==> src/rtl/seq_pkg.sv <==
package seq_pkg;

   localparam int          CLK_NS          = 10;
   localparam int          PULSE_PERIOD_NS = 10000;
   localparam int          PULSE_DIV       = PULSE_PERIOD_NS / CLK_NS;
   localparam int          CLEAR_WIDTH_NS  = 10000;
   localparam int          CLEAR_CYCLES    = (CLEAR_WIDTH_NS + CLK_NS - 1) / CLK_NS;
   localparam int          DIV_W           = 16;
   localparam int          CLR_W           = 16;
   localparam logic [DIV_W-1:0] DIV_LAST   = DIV_W'(PULSE_DIV - 1);
   localparam logic [CLR_W-1:0] CLEAR_LOAD = CLR_W'(CLEAR_CYCLES);

   localparam int          POS_W           = 27;
   localparam logic [POS_W-1:0] DECEL_PULSES = 27'h0000008;
   localparam logic [POS_W-1:0] ONE_PULSE    = 27'h0000001;

   // register byte offsets
   localparam logic [7:0]  OFF_MODE   = 8'h00;
   localparam logic [7:0]  OFF_ENV1   = 8'h04;
   localparam logic [7:0]  OFF_TARGET = 8'h08;
   localparam logic [7:0]  OFF_CMD    = 8'h0C;
   localparam logic [7:0]  OFF_STATUS = 8'h10;
   localparam logic [7:0]  OFF_IRQ_ST = 8'h14;
   localparam logic [7:0]  OFF_IRQ_MK = 8'h18;

   // mode register layout
   localparam int          MODE_LSB = 0;
   localparam int          TYPE_LSB = 8;
   localparam logic [31:0] MODE_MASK = 32'h00000FFF;

   // environment register layout
   localparam int          ELM_BIT  = 3;
   localparam int          LCE_BIT  = 10;
   localparam int          AUTO_BIT = 11;
   localparam logic [31:0] ENV_MASK = 32'h00000C08;
   localparam logic [31:0] ENV_RESET = 32'h00000000;

   // status register layout
   localparam int          STS_BUSY    = 0;
   localparam int          STS_NORMAL  = 1;
   localparam int          STS_LIMIT   = 2;
   localparam int          STS_REFUSED = 3;
   localparam int          STS_STATE   = 8;

   // interrupt status and mask layout
   localparam int          IRQ_W     = 3;
   localparam int          IRQ_DONE  = 0;
   localparam int          IRQ_LIMIT = 1;
   localparam int          IRQ_CLEAR = 2;

   localparam logic [7:0]  MODE_LEAVE_POS  = 8'h12;
   localparam logic [7:0]  MODE_LEAVE_NEG  = 8'h1A;
   localparam logic [7:0]  MODE_SEARCH_POS = 8'h15;
   localparam logic [7:0]  MODE_SEARCH_NEG = 8'h1D;
   localparam logic [7:0]  CMD_CONST_A     = 8'h50;
   localparam logic [7:0]  CMD_CONST_B     = 8'h51;

   localparam logic [3:0]  HOMING_BASIC = 4'h0;

   typedef enum logic [4:0] {
      S_IDLE   = 5'h01,
      S_LEAVE  = 5'h02,
      S_SEEK   = 5'h04,
      S_ESCAPE = 5'h08,
      S_WAIT   = 5'h10
   } state_type;

   // homing types that seek the end limit instead of the origin sensor
   function automatic logic uses_limit(input logic [3:0] t);
      return (t == 4'h6) || (t == 4'h7) || (t == 4'h8) || (t == 4'hC);
   endfunction

   // homing types that finish on an encoder zero mark
   function automatic logic uses_ez(input logic [3:0] t);
      return (t == 4'h4) || (t == 4'h5) || (t == 4'h7) || (t == 4'h8) ||
             (t == 4'hA) || (t == 4'hB) || (t == 4'hC);
   endfunction

endpackage

==> src/rtl/pulse_ctl_if.sv <==
`timescale 1ns/1ps
`default_nettype none
interface pulse_ctl_if import seq_pkg::*; ();
   logic             go;
   logic             dir;
   logic             counted;
   logic [POS_W-1:0] count;
   logic             halt;
   logic             slow_halt;
   logic             busy;
   logic             pulse;

   modport ctrl (output go, dir, counted, count, halt, slow_halt, input busy, pulse);
   modport gen  (input go, dir, counted, count, halt, slow_halt, output busy, pulse);
endinterface
`default_nettype wire

==> src/rtl/pulse_gen.sv <==
`timescale 1ns/1ps
`default_nettype none
module pulse_gen import seq_pkg::*; (
   input  wire logic  clk_i,
   input  wire logic  rst_i,
   pulse_ctl_if.gen   ctl,
   output logic       step_o,
   output logic       dir_o
);

   logic [DIV_W-1:0] div;
   logic [POS_W-1:0] left;
   logic             counted;
   logic             busy;

   wire tick      = busy && (div == DIV_LAST);
   wire last_tick = tick && counted && (left <= ONE_PULSE);

   assign ctl.busy  = busy;
   assign ctl.pulse = step_o;

   always_ff @(posedge clk_i) begin
      if (rst_i) begin
         busy    <= 1'b0;
         div     <= '0;
         left    <= '0;
         counted <= 1'b0;
         step_o  <= 1'b0;
         dir_o   <= 1'b0;
      end else begin
         step_o <= tick;
         if (ctl.go) begin
            busy    <= 1'b1;
            div     <= '0;
            left    <= ctl.count;
            counted <= ctl.counted;
            dir_o   <= ctl.dir;
         end else if (ctl.halt) begin
            busy <= 1'b0;
         end else if (busy) begin
            div <= tick ? '0 : div + 1'b1;
            if (last_tick) begin
               busy <= 1'b0;
            end else if (ctl.slow_halt) begin
               // decelerating stop: a short tail of at most DECEL_PULSES pulses
               counted <= 1'b1;
               if (!counted || left > DECEL_PULSES) begin
                  left <= DECEL_PULSES;
               end
            end else if (tick && counted) begin
               left <= left - ONE_PULSE;
            end
         end
      end
   end

endmodule
`default_nettype wire

==> src/rtl/origin_sequencer.sv <==
// Contract
// - four-bit homing type selects thirteen procedures
// - codes 12h/1Ah leave origin, plus/minus
// - leave start with origin off: no pulses
// - sample origin each pulse, stop when off
// - codes 15h/1Dh origin search, plus/minus
// - origin seen during search: normal stop
// - origin active at start: escape, then return
// - limit in search: basic return, escape, return
// - escape repeats target-length moves until origin off
// - limit clear enable, immediate stop: clear output (code: only for limits met in origin search)
// - auto clear output at origin return end
// - config bit enables automatic clear output
// - limit stop method: immediate or decelerating
`timescale 1ns/1ps
`default_nettype none
module origin_sequencer import seq_pkg::*; (
   input  wire logic        clk_i,
   input  wire logic        rst_i,
   input  wire logic        cyc_i,
   input  wire logic        stb_i,
   input  wire logic        we_i,
   input  wire logic [7:0]  adr_i,
   input  wire logic [3:0]  sel_i,
   input  wire logic [31:0] dat_i,
   output logic      [31:0] dat_o,
   output logic             ack_o,
   input  wire logic        origin_in_i,
   input  wire logic        encoder_zero_in_i,
   input  wire logic        end_limit_in_pos_i,
   input  wire logic        end_limit_in_neg_i,
   output logic             step_o,
   output logic             dir_o,
   output logic             deviation_clear_out_o,
   output logic             irq_o
);

   ////////////////////////////////////////////////////////////////////////////////

   function automatic logic [31:0] merge(input logic [31:0] old_v,
                                         input logic [31:0] new_v,
                                         input logic [3:0]  sel);
      logic [31:0] r;
      r = old_v;
      for (int i = 0; i < 4; i++) begin
         if (sel[i]) begin
            r[i*8 +: 8] = new_v[i*8 +: 8];
         end
      end
      return r;
   endfunction

   pulse_ctl_if pc ();

   pulse_gen u_gen (
      .clk_i  (clk_i),
      .rst_i  (rst_i),
      .ctl    (pc.gen),
      .step_o (step_o),
      .dir_o  (dir_o)
   );

   logic [31:0]      mode_reg;
   logic [31:0]      env_reg;
   logic [POS_W-1:0] target_reg;
   logic [IRQ_W-1:0] irq_st;
   logic [IRQ_W-1:0] irq_mask;
   state_type        state;
   logic             busy;
   logic             stop_normal;
   logic             stop_limit;
   logic             refused;
   logic             cur_dir;
   logic             req_dir;
   logic [3:0]       typ;
   logic             searching;
   logic             ez_wait;
   logic             restart;
   logic             then_escape;
   logic             end_limit;
   logic             ez_q;
   logic             go;
   logic             halt;
   logic             slow_halt;
   logic             launch_dir;
   logic             launch_counted;
   logic [POS_W-1:0] launch_count;
   logic             ev_done;
   logic             ev_limit;
   logic             ev_clear;
   logic [CLR_W-1:0] clear_cnt;

   ////////////////////////////////////////////////////////////////////////////////
   // bus decode

   wire        wb_req  = cyc_i && stb_i && !ack_o;
   wire        wb_wr   = wb_req && we_i;
   wire        wr_mode = wb_wr && (adr_i == OFF_MODE);
   wire        wr_env  = wb_wr && (adr_i == OFF_ENV1);
   wire        wr_tgt  = wb_wr && (adr_i == OFF_TARGET);
   wire        wr_cmd  = wb_wr && (adr_i == OFF_CMD) && sel_i[0];
   wire        wr_ist  = wb_wr && (adr_i == OFF_IRQ_ST);
   wire        wr_imk  = wb_wr && (adr_i == OFF_IRQ_MK);

   wire [7:0]  op_mode = mode_reg[MODE_LSB +: 8];
   wire [3:0]  homing_type = mode_reg[TYPE_LSB +: 4];
   wire        elm  = env_reg[ELM_BIT];
   wire        lce  = env_reg[LCE_BIT];
   wire        auto = env_reg[AUTO_BIT];

   wire        mode_leave  = (op_mode == MODE_LEAVE_POS) || (op_mode == MODE_LEAVE_NEG);
   wire        mode_search = (op_mode == MODE_SEARCH_POS) ||
                             (op_mode == MODE_SEARCH_NEG);
   wire        mode_neg    = (op_mode == MODE_LEAVE_NEG) || (op_mode == MODE_SEARCH_NEG);
   wire        const_cmd   = (dat_i[7:0] == CMD_CONST_A) || (dat_i[7:0] == CMD_CONST_B);
   // a high-speed start or a start while busy is dropped and flagged
   wire        start_ok  = wr_cmd && const_cmd && (state == S_IDLE) &&
                           (mode_leave || mode_search);
   wire        start_bad = wr_cmd && !start_ok;

   wire [31:0] status_word = {16'h0000, 3'b000, state, 4'h0,
                              refused, stop_limit, stop_normal, busy};
   wire [31:0] rd_word =
      (adr_i == OFF_MODE)   ? mode_reg :
      (adr_i == OFF_ENV1)   ? env_reg :
      (adr_i == OFF_TARGET) ? {5'h00, target_reg} :
      (adr_i == OFF_STATUS) ? status_word :
      (adr_i == OFF_IRQ_ST) ? {29'h00000000, irq_st} :
      (adr_i == OFF_IRQ_MK) ? {29'h00000000, irq_mask} : 32'h00000000;

   ////////////////////////////////////////////////////////////////////////////////
   // sequencing conditions

   wire gen_idle  = !pc.busy && !go;
   wire limit_hit = cur_dir ? end_limit_in_neg_i : end_limit_in_pos_i;
   wire ez_rise   = encoder_zero_in_i && !ez_q;
   wire trig      = uses_limit(typ) ? limit_hit : origin_in_i;
   wire seek_done = (state == S_SEEK) &&
                    (ez_wait ? ez_rise : (trig && !uses_ez(typ)));
   wire seek_arm  = (state == S_SEEK) && !ez_wait && trig && uses_ez(typ);
   wire seek_lim  = (state == S_SEEK) && limit_hit && !uses_limit(typ);
   wire lim_clear = lce && !elm;

   assign pc.go        = go;
   assign pc.halt      = halt;
   assign pc.slow_halt = slow_halt;
   assign pc.dir       = launch_dir;
   assign pc.counted   = launch_counted;
   assign pc.count     = launch_count;

   ////////////////////////////////////////////////////////////////////////////////
   // registers

   always_ff @(posedge clk_i) begin
      if (rst_i) begin
         ack_o      <= 1'b0;
         dat_o      <= 32'h00000000;
         mode_reg   <= 32'h00000000;
         env_reg    <= ENV_RESET;
         target_reg <= ONE_PULSE;
         irq_mask   <= '0;
      end else begin
         ack_o <= wb_req;
         if (wb_req && !we_i) begin
            dat_o <= rd_word;
         end
         if (wr_mode) begin
            mode_reg <= merge(mode_reg, dat_i, sel_i) & MODE_MASK;
         end
         if (wr_env) begin
            env_reg <= merge(env_reg, dat_i, sel_i) & ENV_MASK;
         end
         if (wr_tgt) begin
            target_reg <= POS_W'(merge({5'h00, target_reg}, dat_i, sel_i));
         end
         if (wr_imk) begin
            irq_mask <= dat_i[IRQ_W-1:0];
         end
      end
   end

   // hardware set wins over a write-one clear in the same cycle
   always_ff @(posedge clk_i) begin
      if (rst_i) begin
         irq_st <= '0;
         irq_o  <= 1'b0;
      end else begin
         irq_st <= (irq_st & ~(wr_ist ? dat_i[IRQ_W-1:0] : {IRQ_W{1'b0}})) |
                   {ev_clear, ev_limit, ev_done};
         irq_o  <= |(irq_st & irq_mask);
      end
   end

   always_ff @(posedge clk_i) begin
      if (rst_i) begin
         clear_cnt             <= '0;
         deviation_clear_out_o <= 1'b0;
         ez_q                  <= 1'b0;
      end else begin
         ez_q <= encoder_zero_in_i;
         if (ev_clear) begin
            clear_cnt             <= CLEAR_LOAD;
            deviation_clear_out_o <= 1'b1;
         end else if (clear_cnt != '0) begin
            clear_cnt             <= clear_cnt - 1'b1;
            deviation_clear_out_o <= (clear_cnt != CLR_W'(1));
         end
      end
   end

   ////////////////////////////////////////////////////////////////////////////////
   // sequencer

   always_ff @(posedge clk_i) begin
      if (rst_i) begin
         state          <= S_IDLE;
         busy           <= 1'b0;
         stop_normal    <= 1'b0;
         stop_limit     <= 1'b0;
         refused        <= 1'b0;
         cur_dir        <= 1'b0;
         req_dir        <= 1'b0;
         typ            <= HOMING_BASIC;
         searching      <= 1'b0;
         ez_wait        <= 1'b0;
         restart        <= 1'b0;
         then_escape    <= 1'b0;
         end_limit      <= 1'b0;
         go             <= 1'b0;
         halt           <= 1'b0;
         slow_halt      <= 1'b0;
         launch_dir     <= 1'b0;
         launch_counted <= 1'b0;
         launch_count   <= '0;
         ev_done        <= 1'b0;
         ev_limit       <= 1'b0;
         ev_clear       <= 1'b0;
      end else begin
         go        <= 1'b0;
         halt      <= 1'b0;
         slow_halt <= 1'b0;
         ev_done   <= 1'b0;
         ev_limit  <= 1'b0;
         ev_clear  <= 1'b0;
         if (start_bad) begin
            refused <= 1'b1;
         end
         unique case (state)
            S_IDLE: begin
               if (start_ok) begin
                  refused     <= 1'b0;
                  stop_normal <= 1'b0;
                  stop_limit  <= 1'b0;
                  end_limit   <= 1'b0;
                  req_dir     <= mode_neg;
                  typ         <= homing_type;
                  ez_wait     <= 1'b0;
                  restart     <= 1'b0;
                  then_escape <= 1'b0;
                  if (mode_leave && !origin_in_i) begin
                     stop_normal <= 1'b1;
                     ev_done     <= 1'b1;
                  end else if (mode_leave) begin
                     busy           <= 1'b1;
                     cur_dir        <= mode_neg;
                     go             <= 1'b1;
                     launch_dir     <= mode_neg;
                     launch_counted <= 1'b0;
                     state          <= S_LEAVE;
                  end else if (origin_in_i) begin
                     // escape runs away from the requested direction
                     busy           <= 1'b1;
                     cur_dir        <= !mode_neg;
                     go             <= 1'b1;
                     launch_dir     <= !mode_neg;
                     launch_counted <= 1'b1;
                     launch_count   <= target_reg;
                     state          <= S_ESCAPE;
                  end else begin
                     busy           <= 1'b1;
                     cur_dir        <= mode_neg;
                     searching      <= 1'b1;
                     go             <= 1'b1;
                     launch_dir     <= mode_neg;
                     launch_counted <= 1'b0;
                     state          <= S_SEEK;
                  end
               end
            end
            S_LEAVE: begin
               if (limit_hit) begin
                  halt      <= !elm;
                  slow_halt <= elm;
                  end_limit <= 1'b1;
                  state     <= S_WAIT;
               end else if (pc.pulse && !origin_in_i) begin
                  halt  <= 1'b1;
                  state <= S_WAIT;
               end
            end
            S_SEEK: begin
               if (seek_done) begin
                  halt     <= 1'b1;
                  ev_clear <= auto;
                  state    <= S_WAIT;
               end else if (seek_arm && uses_limit(typ)) begin
                  // limit-ended zero-mark types (7, 8, C) turn round and hunt the zero mark
                  halt      <= !elm;
                  slow_halt <= elm;
                  ev_clear  <= lim_clear;
                  restart   <= 1'b1;
                  ez_wait   <= 1'b1;
                  cur_dir   <= !cur_dir;
                  state     <= S_WAIT;
               end else if (seek_arm) begin
                  ez_wait <= 1'b1;
               end else if (seek_lim) begin
                  halt      <= !elm;
                  slow_halt <= elm;
                  ev_clear  <= lim_clear;
                  if (searching) begin
                     searching   <= 1'b0;
                     typ         <= HOMING_BASIC;
                     ez_wait     <= 1'b0;
                     restart     <= 1'b1;
                     then_escape <= 1'b1;
                     cur_dir     <= !cur_dir;
                  end else begin
                     end_limit <= 1'b1;
                  end
                  state <= S_WAIT;
               end
            end
            S_ESCAPE: begin
               if (limit_hit) begin
                  halt      <= !elm;
                  slow_halt <= elm;
                  end_limit <= 1'b1;
                  state     <= S_WAIT;
               end else if (gen_idle && origin_in_i) begin
                  go             <= 1'b1;
                  launch_dir     <= cur_dir;
                  launch_counted <= 1'b1;
                  launch_count   <= target_reg;
               end else if (gen_idle) begin
                  typ            <= homing_type;
                  ez_wait        <= 1'b0;
                  searching      <= 1'b0;
                  cur_dir        <= req_dir;
                  go             <= 1'b1;
                  launch_dir     <= req_dir;
                  launch_counted <= 1'b0;
                  state          <= S_SEEK;
               end
            end
            S_WAIT: begin
               if (gen_idle && restart) begin
                  restart        <= 1'b0;
                  go             <= 1'b1;
                  launch_dir     <= cur_dir;
                  launch_counted <= 1'b0;
                  state          <= S_SEEK;
               end else if (gen_idle && then_escape) begin
                  then_escape    <= 1'b0;
                  go             <= 1'b1;
                  launch_dir     <= cur_dir;
                  launch_counted <= 1'b1;
                  launch_count   <= target_reg;
                  state          <= S_ESCAPE;
               end else if (gen_idle) begin
                  busy        <= 1'b0;
                  stop_normal <= !end_limit;
                  stop_limit  <= end_limit;
                  ev_done     <= !end_limit;
                  ev_limit    <= end_limit;
                  state       <= S_IDLE;
               end
            end
         endcase
      end
   end

endmodule
`default_nettype wire

==> config.mk <==
export PLATFORM = sky130hd
export DESIGN_NAME = origin_sequencer
export DESIGN_NICKNAME = d
export VERILOG_FILES = /design/src/rtl/seq_pkg.sv /design/src/rtl/pulse_ctl_if.sv /design/src/rtl/pulse_gen.sv /design/src/rtl/origin_sequencer.sv
export SDC_FILE = /design/constraint.sdc
export NUM_CORES = 1
export LEC_CHECK = 0
export ABC_AREA = 1
export BUFFER_PORTS_ARGS = -buffer_cell sky130_fd_sc_hd__buf_2
export CAP_MARGIN = 25
export CORE_ASPECT_RATIO = 1.75
export CORE_UTILIZATION = 60
export CTS_CLUSTER_DIAMETER = 150
export DETAILED_ROUTE_END_ITERATION = 16
export GPL_ROUTABILITY_DRIVEN = 0
export GPL_TIMING_DRIVEN = 1
export PLACE_DENSITY = 0.88
export RECOVER_POWER = 100
export SLEW_MARGIN = 30
export SYNTH_ARGS = -nofsm -noshare
export SYNTH_HDL_FRONTEND = slang
export SYNTH_SLANG_ARGS = --single-unit
==> constraint.sdc <==
create_clock -name clk_i -period 2.01 [get_ports clk_i]
set_input_delay 0.201 -clock clk_i [delete_from_list [all_inputs] [get_ports clk_i]]
set_output_delay 0.201 -clock clk_i [all_outputs]
set_load 0.02 [all_outputs]
# Word-level counts from Yosys, hierarchy flattened
# Cells that the tools add are included.
# word_totals
regBits	202
input_bits	53
output_inout_bits	37
# classes
add_sub_neg	3
n_lt_le_gt_ge	2
n_eq_ne	64
muxes	181
bitwise_logic	8
reduce_logical	105
# ops
cell	count
$mux 27	18
$mux 1	113
$pmux 27 s3	1
$mux 5	14
$eq 8x5->1 const B	7
$mux 4	11
$ne 2x2->1 const B	22
$logic_and 1x1->1	34
$pmux 1 s3	10
$gt 27x4->1 const B	1
$le 27x1->1 const B	1
$sub 27x1->27 const B	1
$pmux 5 s5	1
$reduce_and 8->1	3
$mux 10	2
$reduce_and 10->1	2
$reduce_and 2->1	10
$reduce_and 9->1	2
$add 16x1->16 const B	1
$eq 16x10->1 const B	1
$eq 4x3->1 const B	4
$eq 4x4->1 const B	4
$eq 8x4->1 const B	2
$eq 8x7->1 const B	2
36 further kinds	96

# Logic depth before layout (Yosys ltp)
# Gate-level depths: netlist of run 1.
# logic_depth
depth_word	13
mapped_depth	15
depth_no_buf	14

# Cells and area by module
# Synthesis of run 1 repeated with hierarchy kept, for this count alone.
# unflattened
hier_cells	1525
hier_area_um2	10122.2
# by_module_without_submodules
module	n_inst	cells_each	area_per_inst_um2
origin_sequencer	1	966	6899.1
pulse_gen	1	559	3223.1

# Least setup slack after synthesis of run 1
# Ideal clock, no wire load.
# synth_timing
kind	reg2reg
from	reg u_gen.div[0]
to	reg u_gen.left[23]
setup_ns	0.112
arrival_time_ns	1.646
required_ns	1.898
path_slack_ns	0.252
path_stages_with_launch	15
path_buffers	2
cell_sequence	dfxtp_1 > ha_1 > nand2_1 > nor2_1 > nand3_1 > nor2_1 > nand2_1 > nor2_1 > nand2_4 > nand2_2 > buf_6 > nor2_8 > buf_12 > nor2_2 > nor2_2
# synth_via
elab_chain_len	6
elab_cells_between_ends	7
# synth_lines
item	line_no	rtl
start, declared	pulse_gen.sv:11	logic [DIV_W-1:0] div;
start signal, assigned	pulse_gen.sv:41	div <= tick ? '0 : div + 1'b1;
$eq 16x10->1 *	pulse_gen.sv:16	wire tick = busy && (div == DIV_LAST);
$logic_and 1x1->1 *	pulse_gen.sv:16	
$logic_and 1x1->1 *	pulse_gen.sv:17, pulse_gen.sv:50	
$logic_and 1x1->1	pulse_gen.sv:17	wire last_tick = tick && counted && (left <= ONE_PULSE);
$ne 2x2->1 (no line)	n/a	
$reduce_and 5->1 (no line) *	n/a	
end signal, assigned	pulse_gen.sv:35	left <= ctl.count;
end signal, assigned	pulse_gen.sv:51	left <= left - ONE_PULSE;
end, declared	pulse_gen.sv:12	logic [POS_W-1:0] left;
# Every way passes the cells marked *; elsewhere a longest branch is shown, timed or not.
# A chain may end at the register's enable or synchronous reset.

# Worst setup path after layout of run 1
# layout_timing
from	reg u_gen.div[2]
to	reg u_gen.left[14]
# Same word-level chain as after synthesis.

==> results by group, run 1 <==
Global routing
  • Vias in the first global route: 10180
  • Largest net degree at the start of global routing: 47
  • Gr ovfl total: 0
  • Initial antenna violation count: 0
  • First-pass GRT wire length: 46280 um
  • Global-route usage over all layers: between 30 and 40%

Route
  • Drt initial violations: 781
  • DR DRC count: 0
  • Initial DRT Pass Iterations: 7
  • Via density: between 5 and 6
  • WL per Instance: approximately 16 um
  • Detailed Route WL: roughly 29000 um
  • Final ANT Viol Nets: 0
  • Vias: approximately 11000

STA
  • Hold Fails Final Rpt: 0
  • Slew margin rel.: 40.15%
  • Tcrit/Tclk final: 97.73%
  • Setup TNS: 0 ns
  • Worst slew pin tran: 0.8967 ns
  • Peak Freq: 509.1 MHz
  • Max Transition Viols Final: 0
  • Skew final: 0.009377 ns
  • # setup viols final: 0
  • Hold Worst Slack: between 0.03 and 0.04 ns
  • Min cycle time layout: 1.964 ns

Finish
  • Fraction of layout cells with a size suffix above 1: 13.35%
  • Antenna fix cells: 0
  • Nets@finish: approximately 1700
  • Design area: 11580 um2
  • Area Overhead vs Synth: 15.68%
  • Final Core Density: 70.78%

Yosys
  • Post-synth cell types: 51
  • Count leader, synth: nand2_1
  • Mapped Area: about 10000 um2
  • Top cells by area, synth: dfxtp_1, nand2_1, nor2_1
  • #FFs+latches synth: 197
  • Register area share after synthesis: about two fifths
  • Post-synth top area cell: dfxtp_1
  • Syn Inst Count: 1519
  • Post-synth EDFFs: 0
  • Ys flop type: dfxtp_1
  • Area fraction of the dominant cell type after synthesis: 39.38%
  • Yosys warns: 0
  • Synth async-reset ratio: 0%
  • Syn avg cell area: 6.593 um2
  • Synth top cells by count: nand2_1, nor2_1, dfxtp_1

Power
  • VDD IR max: 0.8196 mV
  • Leak pwr: 0.005103 uW
  • PD cells: 1471 nW/um2

Clock tree
  • # clock sinks: around 200
  • CTS tree: done
  • TritonCTS buffer count: 17
  • Clk_lat worst skew: 0.44 ns
  • Root buffer cell: clkbuf_16
  • Clk slew on worst S/H paths: 0.08 ns
  • Clk buf depth: 2
  • Htree depth: 4

Hold path
  • Worst Hold Launch: dat_i[9]
  • HP Class: input port to register
  • Hold EP: mode_reg[9]$_SDFFE_PP0P_
  • Hold Crit Depth: 3

Floorplanning
  • Core Box Area: 16370 um2
  • Initial Utilization: 61.18%
  • Die X: 99.66 um
  • DIE HEIGHT: around 170 um
  • I/O pins: 90
  • Die area: roughly 17000 um2
  • Row count: 62

Worst setup path
  • Worst R2R Start: u_gen.div[2]$_SDFFE_PP0P_
  • Startpoint types: register
  • FF-to-FF setup slack: 0.05 ns
  • Worst EP arrival: ~2.3 ns
  • Worst EP required: 2.35 ns
  • CP max stage cell: dfxtp_1
  • Highest cell delay on the worst timing path: 0.41 ns
  • Top cell by count, worst path: nor2_2
  • CP endpoint kind: register
  • CP Max Fanout: 16
  • RR Endpoint: u_gen.left[14]$_SDFFE_PP0P_
  • Worst path cell trace: nand2_1 > inv_1 > nand4_1 > nor2_2 > nand2_1 > nor2_2 > nand2_4 > nand2_4 > nor2_8 > buf_12 > buf_4 > nor2_2 > nor2_1
  • Worst r2r path cells: 13
  • Setup CP Type: register to register

Job
  • Max_cap viols: 0

Place
  • Placed Area: 10790 um2
  • Hpwl dp: 20510 um
  • IO buf count: 79

Run status
  • Status: completed
==> per-layer routing <==
metal / vias up / routed length [um] / GRT usage, %
li1: 5103 / - / -
met1: 4780 / 10150 / 34.84
met2: 550 / 14810 / 60.29
met3: 155 / 2104 / 6.184
met4: 0 / 1880 / 24.08
met5: - / 0 / 0
==> kinds of logic after synthesis <==
group | synth area share (%)
other cells | 0.03745
simple gates | 33.76
buf+inv | 9.758
compound gates | 15.53
flops | 39.38
xor+xnor | 0.7871
fa+ha+maj | 0.7496
==> per-stage QoR <==
stage	cells	setup slack, ns	power [uW]
final	1857	0.04558	17040
after global routing	1857	-0.08895	18250
after CTS	1849	0.03594	16580
after detailed placement	1816	0.06012	12830
after global placement	1816	0.1124	12550
after floorplan	1523	0.2524	10920
==> timing repair <==
action	in CTS	in global routing
setup endpoints to repair	0	80
setup buffers	0	8
endpoints found under the hold margin	1	0
hold buffers	1	0
resized for setup	0	36
==> layout make-up <==
cell class | count | area (um2)
Clock buffer | 18 | 439.2
Clock inverter | 14 | 198.9
Fill cell | 1309 | 4783
Inverter | 182 | 690.7
Multi-Input combinational cell | 1089 | 5207
Sequential cell | 197 | 3949
Tap cell | 224 | 280.3
Timing Repair Buffer | 133 | 819.5
==> worst max-delay path, delay by kind of cell (launching register included) <==
family / cells / cell delay [ns]
AND/OR/NAND/NOR: 10 / 1.10
buffers and inverters: 3 / 0.33
flip-flops: 1 / 0.41
==> where the power goes <==
group          internal (uW)  switching, uW
logic                   2890           5290
clock network           2140           1580
registers               4610            533
total                   9630           7410
==> cell usage in the layout, fill, tap and decap left out, types with 4 or more instances in the layout <==
cell type,instances
nor2_2,30
xnor2_1,4
buf_2,49
dfxtp_2,4
nor3b_1,4
o21ai_1,26
o221ai_1,4
nor2_4,10
bufinv_16,4
nor2_1,256
nand2_4,4
nand2_1,299
xor2_1,5
nand3_1,99
inv_2,15
o22ai_1,6
nand2_2,10
clkbuf_16,17
ha_1,6
nor3_1,22
o21a_1,5
dfxtp_1,193
clkbuf_1,31
a31oi_1,7
a21oi_1,120
o211ai_1,7
o21ai_0,101
inv_1,164
nand4_1,24
buf_4,46
buf_12,4
conb_1,5
==> how the worst max path moves through the flow <==
| stage | start | to | slack [ns] | cells after the start |
|---|---|---|---|---|
| 3_3_place_gp | ack_o$_SDFF_PP0_ | searching$_SDFFE_PP0P_ | 0.11 | 13 |
| 3_5_place_dp | ack_o$_SDFF_PP0_ | searching$_SDFFE_PP0P_ | 0.06 | 13 |
| 6_report | u_gen.div[2]$_SDFFE_PP0P_ | u_gen.left[14]$_SDFFE_PP0P_ | 0.05 | 13 |
| 2_1_floorplan | u_gen.div[0]$_SDFFE_PP0P_ | u_gen.left[23]$_SDFFE_PP0P_ | 0.25 | 14 |
| 5_1_grt | u_gen.div[2]$_SDFFE_PP0P_ | u_gen.left[20]$_SDFFE_PP0P_ | -0.09 | 12 |
| 4_1_cts | u_gen.div[1]$_SDFFE_PP0P_ | u_gen.left[10]$_SDFFE_PP0P_ | 0.04 | 13 |
Power figures use the tool's default switching activity.
==> run 2: changes to the inputs <==
- CORE_ASPECT_RATIO: 1.75 -> 0.5
==> run 2 against run 1 <==
Effect of this change:
- the run now ends with setup timing left
- worst setup slack got worse by 0.12 ns
- combinational power rose by 0.7%
- sequential power barely moved
- critical endpoint is now req_dir$_SDFFE_PP0P_
- first-iteration DRC count is 94% higher
- total power fell by 1.9%
- register-to-register slack got worse by 0.02 ns
==> results by group, run 2 (synthesized netlist as in run 1, its figures left out) <==
Run status
  • Status: complete, but fails checks
  • Failing checks: setup timing

STA
  • Slew margin rel.: 18.02% (-22 points)
  • Min cycle time layout: 2.082 ns (+0.1172 ns)
  • Tcrit/Tclk final: 103.6% (+5.8 points)
  • Unrepaired setup endpoints after global routing: true
  • Fin worst setup slack: -0.07165 ns (-0.1172 ns)
  • Peak Freq: 480.4 MHz (-5.6%)
  • Skew final: 0.01234 ns (+0.002966 ns)
  • Max Transition Viols Final: 0 (unchanged)
  • Hold Worst Slack: 0.03031 ns (-0.005957 ns)
  • Worst slew pin tran: 1.230 ns (+0.3330 ns)
  • Hold Fails Final Rpt: 0 (unchanged)
  • # setup viols final: 1 (+1)

Floorplanning
  • Initial Utilization: 63.16% (+2.0 points)
  • Die area: 17240 um2 (about the same)
  • Die X: 184.7 um (+85%)
  • Core Box Area: 15860 um2 (-3.1%)
  • DIE HEIGHT: 93.36 um (-46%)
  • I/O pins: 90 (unchanged)
  • Row count: 32 (-48%)

Global routing
  • Gr ovfl total: 0 (unchanged)
  • Initial antenna violation count: 0 (unchanged)
  • Vias in the first global route: 10120 (-0.63%)
  • Global-route usage over all layers: 34.19% (+0.34 points)
  • First-pass GRT wire length: 47200 um (+2.0%)
  • Largest net degree at the start of global routing: 76 (+62%)

Worst setup path
  • RR Endpoint: u_gen.left[22]$_SDFFE_PP0P_
  • Worst EP required: 2.34 ns (about the same)
  • CP Max Fanout: 22 (+6)
  • Worst r2r path cells: 10 (-3)
  • FF-to-FF setup slack: 0.03 ns (-0.02 ns)
  • Startpoint types: input port
  • Setup CP Type: input port to register
  • CP endpoint kind: register
  • Worst R2R Start: u_gen.left[0]$_SDFFE_PP0P_
  • Worst EP arrival: 2.41 ns (+0.10 ns)

Clock tree
  • Clk slew on worst S/H paths: 0.08 ns (about the same)
  • TritonCTS buffer count: 17 (unchanged)
  • Root buffer cell: clkbuf_16
  • Htree depth: 4 (unchanged)
  • Clk_lat worst skew: 0.44 ns (about the same)
  • Clk buf depth: 2 (unchanged)
  • # clock sinks: 197 (unchanged)
  • CTS tree: done

Power
  • VDD IR max: 0.8136 mV (-0.73%)
  • Post-layout power: 16710 uW (-1.9%)
  • Leak pwr: 0.005000 uW (-2.0%)
  • PD cells: 1461 nW/um2 (-0.65%)

Finish
  • Nets@finish: 1671 (-0.48%)
  • Number of fill cells: 1235 (-5.7%)
  • Fraction of layout cells with a size suffix above 1: 13.05% (-0.30 points)
  • Antenna fix cells: 0 (unchanged)
  • Most common cell after layout, fill and taps aside: nand2_1
  • Most frequent cells in the layout: nand2_1, nor2_1, dfxtp_1
  • Area Overhead vs Synth: 14.21%

Route
  • Vias: 10860 (+2.6%)
  • Final ANT Viol Nets: 0 (unchanged)
  • DR DRC count: 0 (unchanged)
  • Initial DRT Pass Iterations: 11 (+4)
  • Drt initial violations: 1514 (+94%)
  • Via density: 5.885 (+3.2%)
  • WL per Instance: 15.86 um (+1.8%)
  • Detailed Route WL: 29280 um (+1.2%)

Place
  • Hpwl dp: 20370 um (-0.71%)
  • IO buf count: 79 (unchanged)

Job
  • Max_cap viols: 0 (unchanged)

Hold path
  • HP Class: input port to register
  • Hold EP: target_reg[21]$_SDFFE_PP0P_
  • Worst Hold Launch: dat_i[21]
  • Hold Crit Depth: 3 (unchanged)
==> run 2: cell types whose count changed in the layout (fill, tap and decap cells not counted), moves of 3 or more <==
cell | before | now
nor2_1 | 256 | 259
inv_1 | 164 | 161
nand2_1 | 299 | 296
buf_4 | 46 | 35
bufinv_16 | 4 | 0
nand2_2 | 10 | 14
inv_2 | 15 | 18
clkbuf_1 | 31 | 34
==> run 2: area by class of cell <==
type                    count  area [um2]  share of cell area (%)
clock buffers              19       442.9                   3.873
clock inverters            13       113.9                  0.9955
inverters                 182       690.7                   6.039
multi-input cells        1090        5239                   45.80
flip-flops and latches    197        3948                   34.51
well taps                 221       276.5                   2.418
repair buffers            124       726.9                   6.356
==> run 2: layer usage <==
metal	track usage, %	routed length (um)	vias up
li1	-	-	5112
met1	43.82	12030	4948
met2	55.25	13280	665
met3	7.593	2916	138
met4	15.63	1056	0
met5	0	0	-
==> run 2: worst max path at each step <==
stage	startpoint	to	slack, ns
after floorplan	u_gen.div[0]$_SDFFE_PP0P_	u_gen.left[23]$_SDFFE_PP0P_	0.25
after global placement	u_gen.div[1]$_SDFFE_PP0P_	u_gen.left[15]$_SDFFE_PP0P_	0.06
after detailed placement	u_gen.div[1]$_SDFFE_PP0P_	u_gen.left[6]$_SDFFE_PP0P_	-0.02
after CTS	u_gen.div[1]$_SDFFE_PP0P_	u_gen.left[6]$_SDFFE_PP0P_	0.06
after global routing	u_gen.left[16]$_SDFFE_PP0P_	u_gen.left[26]$_SDFFE_PP0P_	-0.1
final	rst_i	req_dir$_SDFFE_PP0P_	-0.07
==> run 2: critical path, stage by stage <==
cell      delay (ns)
clkbuf_1        0.79
clkbuf_1        0.98
nor2_1          0.14
a32o_1          0.30
==> run 2: report_power, final <==
| part | total (uW) | switching, uW | internal, uW |
|---|---|---|---|
| Clock | 3320 | 1660 | 1660 |
| Sequential | 5160 | 554 | 4610 |
| Combinational | 8240 | 5410 | 2820 |
| Total | 16700 | 7630 | 9080 |
==> run 2: timing repair <==
| item | 4_1_cts | 5_1_grt |
|---|---|---|
| endpoints found under the hold margin | 1 | 0 |
| setup endpoints to repair | 8 | 83 |
| resized for setup | 1 | 40 |
| buffers inserted | 0 | 7 |
| pin swaps | 1 | 9 |
| hold buffers | 1 | 0 |
| cloned | 1 | 0 |
==> run 2: stage by stage <==
stage / setup TNS [ns] / cell area (um2) / worst slack, ns / util [%] / std cells
after CTS: 0 / 11300 / 0.05666 / 71.26 / 1839
after detailed placement: -0.02605 / 10720 / -0.02183 / 67.60 / 1805
after global routing: -1.837 / 11440 / -0.09555 / 72.14 / 1846
after floorplan: 0 / 10030 / 0.2524 / - / 1523
after global placement: 0 / 10720 / 0.06427 / 67.60 / 1805
final: -0.07165 / 11440 / -0.07165 / 72.14 / 1846
